==> config.mk <==
export PLATFORM = sky130hd
export DESIGN_NAME = afbm_airflow_bargraph_monitor
export DESIGN_NICKNAME = d
export VERILOG_FILES = /design/src/afbm_pkg.sv /design/src/afbm_band_classifier.sv /design/src/afbm_airflow_bargraph_monitor.sv
export VERILOG_INCLUDE_DIRS = /design/src
export SDC_FILE = /design/constraint.sdc
export NUM_CORES = 2
export LEC_CHECK = 0
export BUFFER_PORTS_ARGS = -buffer_cell sky130_fd_sc_hd__buf_4
export CAP_MARGIN = 20
export CORE_MARGIN = 2
export CORE_UTILIZATION = 68
export CTS_BUF_LIST = sky130_fd_sc_hd__clkbuf_8
export CTS_CLUSTER_DIAMETER = 100
export DETAILED_ROUTE_END_ITERATION = 16
export PLACE_DENSITY_LB_ADDON = 0.3
export SYNTH_ARGS = -nofsm -noshare
export SYNTH_HDL_FRONTEND = slang
export SYNTH_SLANG_ARGS = --single-unit
export TNS_END_PERCENT = 10
==> constraint.sdc <==
create_clock -name clk -period 11.65 [get_ports clk]
set_input_delay 1.165 -clock clk [delete_from_list [all_inputs] [get_ports clk]]
set_output_delay 1.165 -clock clk [all_outputs]
set_load 0.02 [all_outputs]
==> src/afbm_cfg.svh <==
// Purpose: constants for the airflow bargraph monitor
// Assumes: 40 MHz system clock
// Notes: percentages are whole percent of the stored reference
`ifndef AFBM_CFG_SVH
`define AFBM_CFG_SVH

// ----------------------------------------------------------------------
// clock and timing
// ----------------------------------------------------------------------
`define AFBM_CLK_HZ 64'h0000_0000_0262_5A00
`define AFBM_FAULT_DELAY_S 64'h0000_0000_0000_012C
`define AFBM_FLASH_HALF_MS 64'h0000_0000_0000_01F4
`define AFBM_MS_PER_S 64'h0000_0000_0000_03E8
`define AFBM_FAULT_DELAY_CYCLES (`AFBM_FAULT_DELAY_S * `AFBM_CLK_HZ)
`define AFBM_FLASH_HALF_CYCLES \
  ((`AFBM_FLASH_HALF_MS * `AFBM_CLK_HZ) / `AFBM_MS_PER_S)

// ----------------------------------------------------------------------
// scaling
// ----------------------------------------------------------------------
`define AFBM_PCT_FULL 32'h0000_0064
`define AFBM_STEPS 3'h4

// ----------------------------------------------------------------------
// led bar segment positions, bit 9 top
// ----------------------------------------------------------------------
`define AFBM_SEG_MID_HI 4'h5
`define AFBM_SEG_MID_LO 4'h4
`define AFBM_LED_OFF 10'h000
`define AFBM_LED_ONE 10'h001

// ----------------------------------------------------------------------
// band step limits: four upper tops, then four lower bottoms
// ----------------------------------------------------------------------
`define AFBM_B20_UP {8'h69, 8'h6E, 8'h73, 8'h78}
`define AFBM_B20_DN {8'h5F, 8'h5A, 8'h55, 8'h50}
`define AFBM_B10_UP {8'h66, 8'h69, 8'h6B, 8'h6E}
`define AFBM_B10_DN {8'h62, 8'h5F, 8'h5D, 8'h5A}
`define AFBM_B30_UP {8'h6B, 8'h73, 8'h7A, 8'h82}
`define AFBM_B30_DN {8'h5D, 8'h55, 8'h4E, 8'h46}
`define AFBM_B50_UP {8'h70, 8'h7D, 8'h89, 8'h96}
`define AFBM_B50_DN {8'h58, 8'h4B, 8'h3F, 8'h32}

// ----------------------------------------------------------------------
// reset values
// ----------------------------------------------------------------------
`define AFBM_SW_RESET 2'h0

`endif

==> src/afbm_pkg.sv <==
// Purpose: types for the airflow bargraph monitor
// Assumes: nothing
// Notes: band codes follow the two configuration switches
package afbm_pkg;

  typedef enum logic [1:0] {
    AFBM_BAND_20 = 2'h0,
    AFBM_BAND_10 = 2'h1,
    AFBM_BAND_30 = 2'h2,
    AFBM_BAND_50 = 2'h3
  } afbm_band_t;

  // gray along idle -> pending -> fault
  typedef enum logic [1:0] {
    AFBM_ST_IDLE = 2'h0,
    AFBM_ST_PENDING = 2'h1,
    AFBM_ST_FAULT = 2'h3
  } afbm_state_t;

endpackage

==> src/afbm_band_classifier.sv <==
// Purpose: places the live airflow on the ten segment bar
// Assumes: reference is nonzero when results are used
// Notes: purely combinational, the caller registers the results
`timescale 1ns/100ps
`default_nettype none
`include "afbm_cfg.svh"

module afbm_band_classifier #(
  parameter int SAMPLE_W = 16
) (
  input wire logic [SAMPLE_W-1:0] sample,
  input wire logic [SAMPLE_W-1:0] ref_level,
  input wire afbm_pkg::afbm_band_t band,
  output logic [9:0] led_pattern,
  output logic high_oob,
  output logic low_oob
);

  // ----------------------------------------------------------------------
  // helpers
  // ----------------------------------------------------------------------
  // compare in scaled form so no divider is needed
  function automatic logic [31:0] scale(input logic [SAMPLE_W-1:0] v,
                                        input logic [31:0] k);
    scale = 32'(v) * k;
  endfunction

  function automatic logic [63:0] limits(input afbm_pkg::afbm_band_t b);
    unique case (b)
      afbm_pkg::AFBM_BAND_20: limits = {`AFBM_B20_UP, `AFBM_B20_DN};
      afbm_pkg::AFBM_BAND_10: limits = {`AFBM_B10_UP, `AFBM_B10_DN};
      afbm_pkg::AFBM_BAND_30: limits = {`AFBM_B30_UP, `AFBM_B30_DN};
      afbm_pkg::AFBM_BAND_50: limits = {`AFBM_B50_UP, `AFBM_B50_DN};
    endcase
  endfunction

  // ----------------------------------------------------------------------
  // step counting
  // ----------------------------------------------------------------------
  wire [63:0] lim = limits(band);
  wire [31:0] live = scale(sample, `AFBM_PCT_FULL);
  wire at_ref = (sample == ref_level);
  wire above_ref = (sample > ref_level);
  logic [3:0] up_hits;
  logic [3:0] dn_hits;
  logic [2:0] up_cnt;
  logic [2:0] dn_cnt;

  genvar g;
  generate
    for (g = 0; g < 4; g++) begin : g_step
      assign up_hits[g] = live > scale(ref_level, 32'(lim[63-8*g -: 8]));
      assign dn_hits[g] = live < scale(ref_level, 32'(lim[31-8*g -: 8]));
    end
  endgenerate

  assign up_cnt = 3'(up_hits[0]) + 3'(up_hits[1]) + 3'(up_hits[2])
                + 3'(up_hits[3]);
  assign dn_cnt = 3'(dn_hits[0]) + 3'(dn_hits[1]) + 3'(dn_hits[2])
                + 3'(dn_hits[3]);

  // ----------------------------------------------------------------------
  // bar pattern: 9 yellow high, 8..5 green up, 4..1 green down, 0 yellow
  // ----------------------------------------------------------------------
  wire [3:0] up_seg = `AFBM_SEG_MID_HI + 4'(up_cnt);
  wire [3:0] dn_seg = `AFBM_SEG_MID_LO - 4'(dn_cnt);
  wire [9:0] mid_pair = (`AFBM_LED_ONE << `AFBM_SEG_MID_HI)
                      | (`AFBM_LED_ONE << `AFBM_SEG_MID_LO);

  assign led_pattern = at_ref ? mid_pair :
                       above_ref ? (`AFBM_LED_ONE << up_seg) :
                       (`AFBM_LED_ONE << dn_seg);
  assign high_oob = above_ref && up_cnt == `AFBM_STEPS;
  assign low_oob = !above_ref && dn_cnt == `AFBM_STEPS;

endmodule

`default_nettype wire

==> src/afbm_airflow_bargraph_monitor.sv <==
// Purpose: airflow supervision with led bar and delayed airflow fault
// Assumes: capture pulse and samples come from logic on clk
// Notes: switch pins are synchronised before use
//
// Contract
// at initial reset completion, store current airflow as 100% reference; the code stores it on every init_capture pulse instead
// airflow equal to reference lights exactly the two centre segments
// in-tolerance deviation lights one green segment of its band step
// beyond tolerance lights yellow: top for excess, bottom for too little
// below reference is blockage, above is breakage: low and high flags
// four bands of 10, 20, 30 and 50 percent set the limits
// both switches off select 20 percent; fault after 300 s out of band
// fault indicator flashes while the delay runs
// return within tolerance cancels pending fault and restarts delay
`timescale 1ns/100ps
`default_nettype none
`include "afbm_cfg.svh"

module afbm_airflow_bargraph_monitor #(
  parameter int SAMPLE_W = 16,
  parameter int DELAY_W = 34,
  parameter logic [DELAY_W-1:0] FAULT_DELAY_CYCLES =
    DELAY_W'(`AFBM_FAULT_DELAY_CYCLES),
  parameter int FLASH_W = 25,
  parameter logic [FLASH_W-1:0] FLASH_HALF_CYCLES =
    FLASH_W'(`AFBM_FLASH_HALF_CYCLES)
) (
  input wire logic clk,
  input wire logic rst,
  input wire logic [SAMPLE_W-1:0] airflow_sample,
  input wire logic airflow_valid,
  input wire logic init_capture,
  input wire logic [1:0] airflow_cfg_sw,
  output logic [9:0] led_bar,
  output logic fault_led,
  output logic airflow_fault,
  output logic airflow_high_out_of_band,
  output logic airflow_low_out_of_band,
  output logic ref_valid
);

  // ----------------------------------------------------------------------
  // switch synchroniser
  // ----------------------------------------------------------------------
  logic [1:0] sw_meta_ff;
  logic [1:0] sw_sync_ff;

  always_ff @(posedge clk) begin
    if (rst) begin
      sw_meta_ff <= `AFBM_SW_RESET;
      sw_sync_ff <= `AFBM_SW_RESET;
    end else begin
      sw_meta_ff <= airflow_cfg_sw;
      sw_sync_ff <= sw_meta_ff;
    end
  end

  // both switches off map to code zero, the 20 percent band
  afbm_pkg::afbm_band_t band;
  assign band = afbm_pkg::afbm_band_t'(sw_sync_ff);

  // ----------------------------------------------------------------------
  // reference capture and live sample
  // ----------------------------------------------------------------------
  logic [SAMPLE_W-1:0] ref_ff;
  logic [SAMPLE_W-1:0] nxt_ref;
  logic [SAMPLE_W-1:0] sample_ff;
  logic [SAMPLE_W-1:0] nxt_sample;
  logic ref_valid_ff;
  logic nxt_ref_valid;

  // the captured sample is also the live value so the bar shows 100%
  assign nxt_ref = init_capture ? airflow_sample : ref_ff;
  assign nxt_sample = (init_capture || airflow_valid) ?
                      airflow_sample : sample_ff;
  assign nxt_ref_valid = ref_valid_ff || init_capture;

  always_ff @(posedge clk) begin
    if (rst) begin
      ref_ff <= '0;
      sample_ff <= '0;
      ref_valid_ff <= 1'b0;
    end else begin
      ref_ff <= nxt_ref;
      sample_ff <= nxt_sample;
      ref_valid_ff <= nxt_ref_valid;
    end
  end

  // ----------------------------------------------------------------------
  // classification
  // ----------------------------------------------------------------------
  logic [9:0] pattern;
  logic high_raw;
  logic low_raw;

  afbm_band_classifier #(
    .SAMPLE_W(SAMPLE_W)
  ) u_classifier (
    .sample(sample_ff),
    .ref_level(ref_ff),
    .band(band),
    .led_pattern(pattern),
    .high_oob(high_raw),
    .low_oob(low_raw)
  );

  // nothing is judged until a reference exists
  // capture cycle reads 100%, so flags agree with the forced centre pair
  wire high_oob = ref_valid_ff && high_raw && !init_capture;
  wire low_oob = ref_valid_ff && low_raw && !init_capture;
  wire out_of_band = high_oob || low_oob;

  // ----------------------------------------------------------------------
  // fault delay state machine
  // ----------------------------------------------------------------------
  afbm_pkg::afbm_state_t state_ff;
  afbm_pkg::afbm_state_t nxt_state;
  logic [DELAY_W-1:0] delay_cnt_ff;
  logic [DELAY_W-1:0] nxt_delay_cnt;

  wire delay_done = delay_cnt_ff == FAULT_DELAY_CYCLES - DELAY_W'(1);

  always_comb begin
    nxt_state = state_ff;
    unique case (state_ff)
      afbm_pkg::AFBM_ST_IDLE: begin
        if (out_of_band) begin
          nxt_state = afbm_pkg::AFBM_ST_PENDING;
        end
      end
      afbm_pkg::AFBM_ST_PENDING: begin
        if (!out_of_band) begin
          nxt_state = afbm_pkg::AFBM_ST_IDLE;
        end else if (delay_done) begin
          nxt_state = afbm_pkg::AFBM_ST_FAULT;
        end
      end
      afbm_pkg::AFBM_ST_FAULT: begin
        if (!out_of_band) begin
          nxt_state = afbm_pkg::AFBM_ST_IDLE;
        end
      end
      default: begin
        nxt_state = afbm_pkg::AFBM_ST_IDLE;
      end
    endcase
  end

  // counter only runs while pending, so each excursion starts from zero
  assign nxt_delay_cnt = (nxt_state == afbm_pkg::AFBM_ST_PENDING &&
                          state_ff == afbm_pkg::AFBM_ST_PENDING) ?
                         delay_cnt_ff + DELAY_W'(1) : '0;

  always_ff @(posedge clk) begin
    if (rst) begin
      state_ff <= afbm_pkg::AFBM_ST_IDLE;
      delay_cnt_ff <= '0;
    end else begin
      state_ff <= nxt_state;
      delay_cnt_ff <= nxt_delay_cnt;
    end
  end

  // ----------------------------------------------------------------------
  // flash timer
  // ----------------------------------------------------------------------
  logic [FLASH_W-1:0] flash_cnt_ff;
  logic [FLASH_W-1:0] nxt_flash_cnt;
  logic flash_phase_ff;
  logic nxt_flash_phase;

  wire pending_next = nxt_state == afbm_pkg::AFBM_ST_PENDING;
  wire flash_wrap = flash_cnt_ff == FLASH_HALF_CYCLES - FLASH_W'(1);

  // phase restarts lit on each excursion so the first flash is visible
  assign nxt_flash_cnt = (!pending_next || flash_wrap) ?
                         '0 : flash_cnt_ff + FLASH_W'(1);
  assign nxt_flash_phase = !pending_next ? 1'b1 :
                           flash_wrap ? !flash_phase_ff : flash_phase_ff;

  always_ff @(posedge clk) begin
    if (rst) begin
      flash_cnt_ff <= '0;
      flash_phase_ff <= 1'b1;
    end else begin
      flash_cnt_ff <= nxt_flash_cnt;
      flash_phase_ff <= nxt_flash_phase;
    end
  end

  // ----------------------------------------------------------------------
  // output registers
  // ----------------------------------------------------------------------
  logic [9:0] led_bar_ff;
  logic fault_led_ff;
  logic airflow_fault_ff;
  logic high_ff;
  logic low_ff;
  logic [9:0] nxt_led_bar;
  logic nxt_fault_led;
  logic nxt_fault;

  assign nxt_led_bar = nxt_ref_valid ?
                       (init_capture ?
                        ((`AFBM_LED_ONE << `AFBM_SEG_MID_HI) |
                         (`AFBM_LED_ONE << `AFBM_SEG_MID_LO)) :
                        pattern) : `AFBM_LED_OFF;
  assign nxt_fault = nxt_state == afbm_pkg::AFBM_ST_FAULT;
  // steady once the fault is reported, flashing while the delay runs
  assign nxt_fault_led = nxt_fault ||
                         (pending_next && nxt_flash_phase);

  always_ff @(posedge clk) begin
    if (rst) begin
      led_bar_ff <= `AFBM_LED_OFF;
      fault_led_ff <= 1'b0;
      airflow_fault_ff <= 1'b0;
      high_ff <= 1'b0;
      low_ff <= 1'b0;
    end else begin
      led_bar_ff <= nxt_led_bar;
      fault_led_ff <= nxt_fault_led;
      airflow_fault_ff <= nxt_fault;
      high_ff <= high_oob;
      low_ff <= low_oob;
    end
  end

  assign led_bar = led_bar_ff;
  assign fault_led = fault_led_ff;
  assign airflow_fault = airflow_fault_ff;
  assign airflow_high_out_of_band = high_ff;
  assign airflow_low_out_of_band = low_ff;
  assign ref_valid = ref_valid_ff;

endmodule

`default_nettype wire

==> impl_metrics.ini <==
[clock_network]
cts_made_buffers = 17
clock-sinks = 113
clock-root-buffer = clkbuf_8
postCtsSetupRepairBufs = 0
cts_tree = yes
cts_hold_buf = 0
max-clock-path-buffers = 2
post_cts_resized = 0
path_clk_slew_ns = 0.08
ctsHtreeMaxLevel = 4
clock_latency_ns = 0.47

[setup_path]
worstReg2RegStart = band[0]
rr_worst_depth = 36
cpMostUsedCell = ha_1
arrival_ns = 11.44
r2r_slack_ns = 0.55
cp_slowest_cell = dfxtp_1
cp-start-kind = flop
path_max_fanout = 27
slowest_delay_ns = 0.65
r2r-end = flash_cnt_ff[15]
crit_type = flop to flop
critical_path_required_ns = 11.99
cp-end-kind = flop

[detailed_routing]
dr.pass1.iters = 6
drc = 0
dr_total_vias = 27788
drtIter0Drc = 2214
routed_wl_mm = 98.7
vias_per_cell = 5.90
wire_per_inst_um = 21.0
ant_nets = 0

[yosys]
synth_edf_count = 0
ys_warn_count = 0
synth_top_area_frac = 0.307
synth_seq_area_share = 0.0647
syn_nets = 5190
synth.largest_area_cell = fa_1
yosys_register_bits = 113
synthCells = 3966
ys.flop_type = dfxtp_1
synth_area_mm2 = 0.0349
synthArstFlopShare = 0
yosysUniqueCellTypes = 76
synth_area_leaders = fa_1, ha_1, inv_1
syn_area_per_cell_um2 = 8.81

[pwr]
power.switching_w = 0.00212
leakage_nw = 20.4
p_total_w = 0.00410
pwr-share-comb = 0.783
power.density_mw_per_mm2 = 112
power_frac_seq = 0.105
vdd_drop_max_mv = 0.148
clockPowerShare = 0.113
p_int_w = 0.00198
switching_share = 0.516

[floorplan]
start_util = 0.684
boundaryPins = 37
row_count = 83
core-area_mm2 = 0.0511
die_area_mm2 = 0.0532
die_x_um = 231
die_height_um = 231

[status]
status = finished clean

[sta]
tns_ns = 0
hold_violations = 0
worst_pin_slew_ns = 1.20
setup_viol = 0
slew_violations = 0
maxSlewHeadroom = 0.194
fmax_mhz = 90.1
period_share = 0.953
clock_skew_ns = 0.0178
min_period_ns = 11.10
worst_hold_slack_ns = 0.465
rsz0062_at_grt = false

[grt]
grt_pass1_wl_mm = 157
grt_usage = 0.386
grt-ovfl-total = 0
grt_max_degree = 41
antenna_found_initial = 3
grt_pass1_vias = 28488

[placement]
io_buffers = 36
dp_hpwl_mm = 84.5
gp_congestion = 1.01

[cells_and_area]
drive_gt1_frac = 0.0363
nNetsFinal = 5237
regArea_mm2 = 0.00226
fillers = 3949
final_cell_mix = inv_1, ha_1, fa_1
mostFrequentLayoutCell = inv_1
synthToLayoutAreaGrowth_pct = 5.01
multiInputGateArea_mm2 = 0.0289

[min_path]
hp-start = flash_cnt_ff[0]
min_path_cells = 1
whs_endpoint = flash_cnt_ff[0]
hold_path.class = flop to flop

[job]
drv_cap = 0
-- sequential cells by signal (all words and copies together) (netlist names) --
register,count
sample_ff,16
airflow_low_out_of_band,1
ref_valid,1
state_ff,2
band,2
flash_cnt_ff,25
sw_meta_ff,2
delay_cnt_ff,34
flash_phase_ff,1
fault_led,1
airflow_high_out_of_band,1
ref_ff,16
led_bar,10
airflow_fault,1
-- metrics by stage --
stage / utilization / setup WS, ns / area [um^2] / cells
2_1_floorplan: - / 2.64 / 34900 / 3966
3_3_place_gp: 0.708 / 1.02 / 36200 / 4673
3_5_place_dp: 0.708 / 0.846 / 36200 / 4673
4_1_cts: 0.718 / 0.787 / 36700 / 4704
5_1_grt: 0.718 / 0.00498 / 36700 / 4705
6_report: 0.718 / 0.552 / 36700 / 4706
-- critical path, delay by kind of cell (launching register included) --
kind            cells  cell delay [ns]
flops               1             0.65
xor+xnor            1             0.16
fa+ha+maj          10             3.87
simple gates       11             2.84
mux                 1             0.30
buf+inv             6             0.98
compound gates      7             2.15
-- cells in the mapped netlist, drive strengths merged (5+ instances only) --
cell type  count
and3          39
nand4         42
o2111ai        5
xnor2         82
nand3         57
dfxtp        113
nor3          45
nor3b         11
o31ai         12
nor4b          6
mux2i         16
ha           666
and4           7
a211o          8
nor4           7
o211ai        14
nand2b       103
or2           19
fa           536
o31a           6
inv          964
or3           22
and2          36
nand2        199
a2111oi        7
a21oi        165
o21a          44
o21bai        14
a31oi         19
nor2         234
nor2b         45
o21ai         94
xor2         126
clkbuf        50
a211oi        18
a21o          67
-- layout make-up --
cell class	instances	share of cell area
diodes	1	0.0000682
clock buffers	17	0.00638
multi-input cells	2835	0.787
inverters	965	0.0987
well taps	680	0.0232
clock inverters	14	0.00682
repair buffers	81	0.0167
flip-flops and latches	113	0.0616
-- metal layers --
| layer | vias up | routed length (um) | global-route usage |
|---|---|---|---|
| met3 | 408 | 8550 | 0.0737 |
| met1 | 13260 | 38200 | 0.489 |
| met5 | - | 31 | 0 |
| met2 | 1312 | 44500 | 0.618 |
| li1 | 12804 | - | - |
| met4 | 4 | 7400 | 0.229 |
-- worst max-delay path by stage --
stage                                   to    start  depth (start not counted)
after floorplan           delay_cnt_ff[23]  band[0]                         39
after global placement    flash_cnt_ff[17]  band[0]                         36
after detailed placement  flash_cnt_ff[15]  band[0]                         36
after CTS                 flash_cnt_ff[15]  band[0]                         36
after global routing      flash_cnt_ff[13]  band[0]                         36
final                     flash_cnt_ff[15]  band[0]                         36
-- kinds of logic (layout without fill, tap and decap cells) --
family | Yosys count | in the layout | synth area share
adders and majority gates | 1203 | 1203 | 0.546
buffers and inverters | 1018 | 1077 | 0.109
and+or+nand+nor | 889 | 889 | 0.127
AOI/OAI and AO/OA | 518 | 518 | 0.0959
xor gates and xnor gates | 208 | 208 | 0.0521
DFF | 113 | 113 | 0.0647
muxes | 17 | 17 | 0.00491
other | 0 | 1 | 0
-- power groups by stage --
stage | sequential, W | combinational, W | clock (W)
2_1_floorplan | 0.000441 | 0.00228 | 0
3_3_place_gp | 0.000437 | 0.00305 | 0
3_5_place_dp | 0.000437 | 0.00312 | 0
4_1_cts | 0.000429 | 0.00315 | 0.000466
5_1_grt | 0.000430 | 0.00361 | 0.000482
6_report | 0.000429 | 0.00321 | 0.000463
Power figures use the tool's default switching activity.
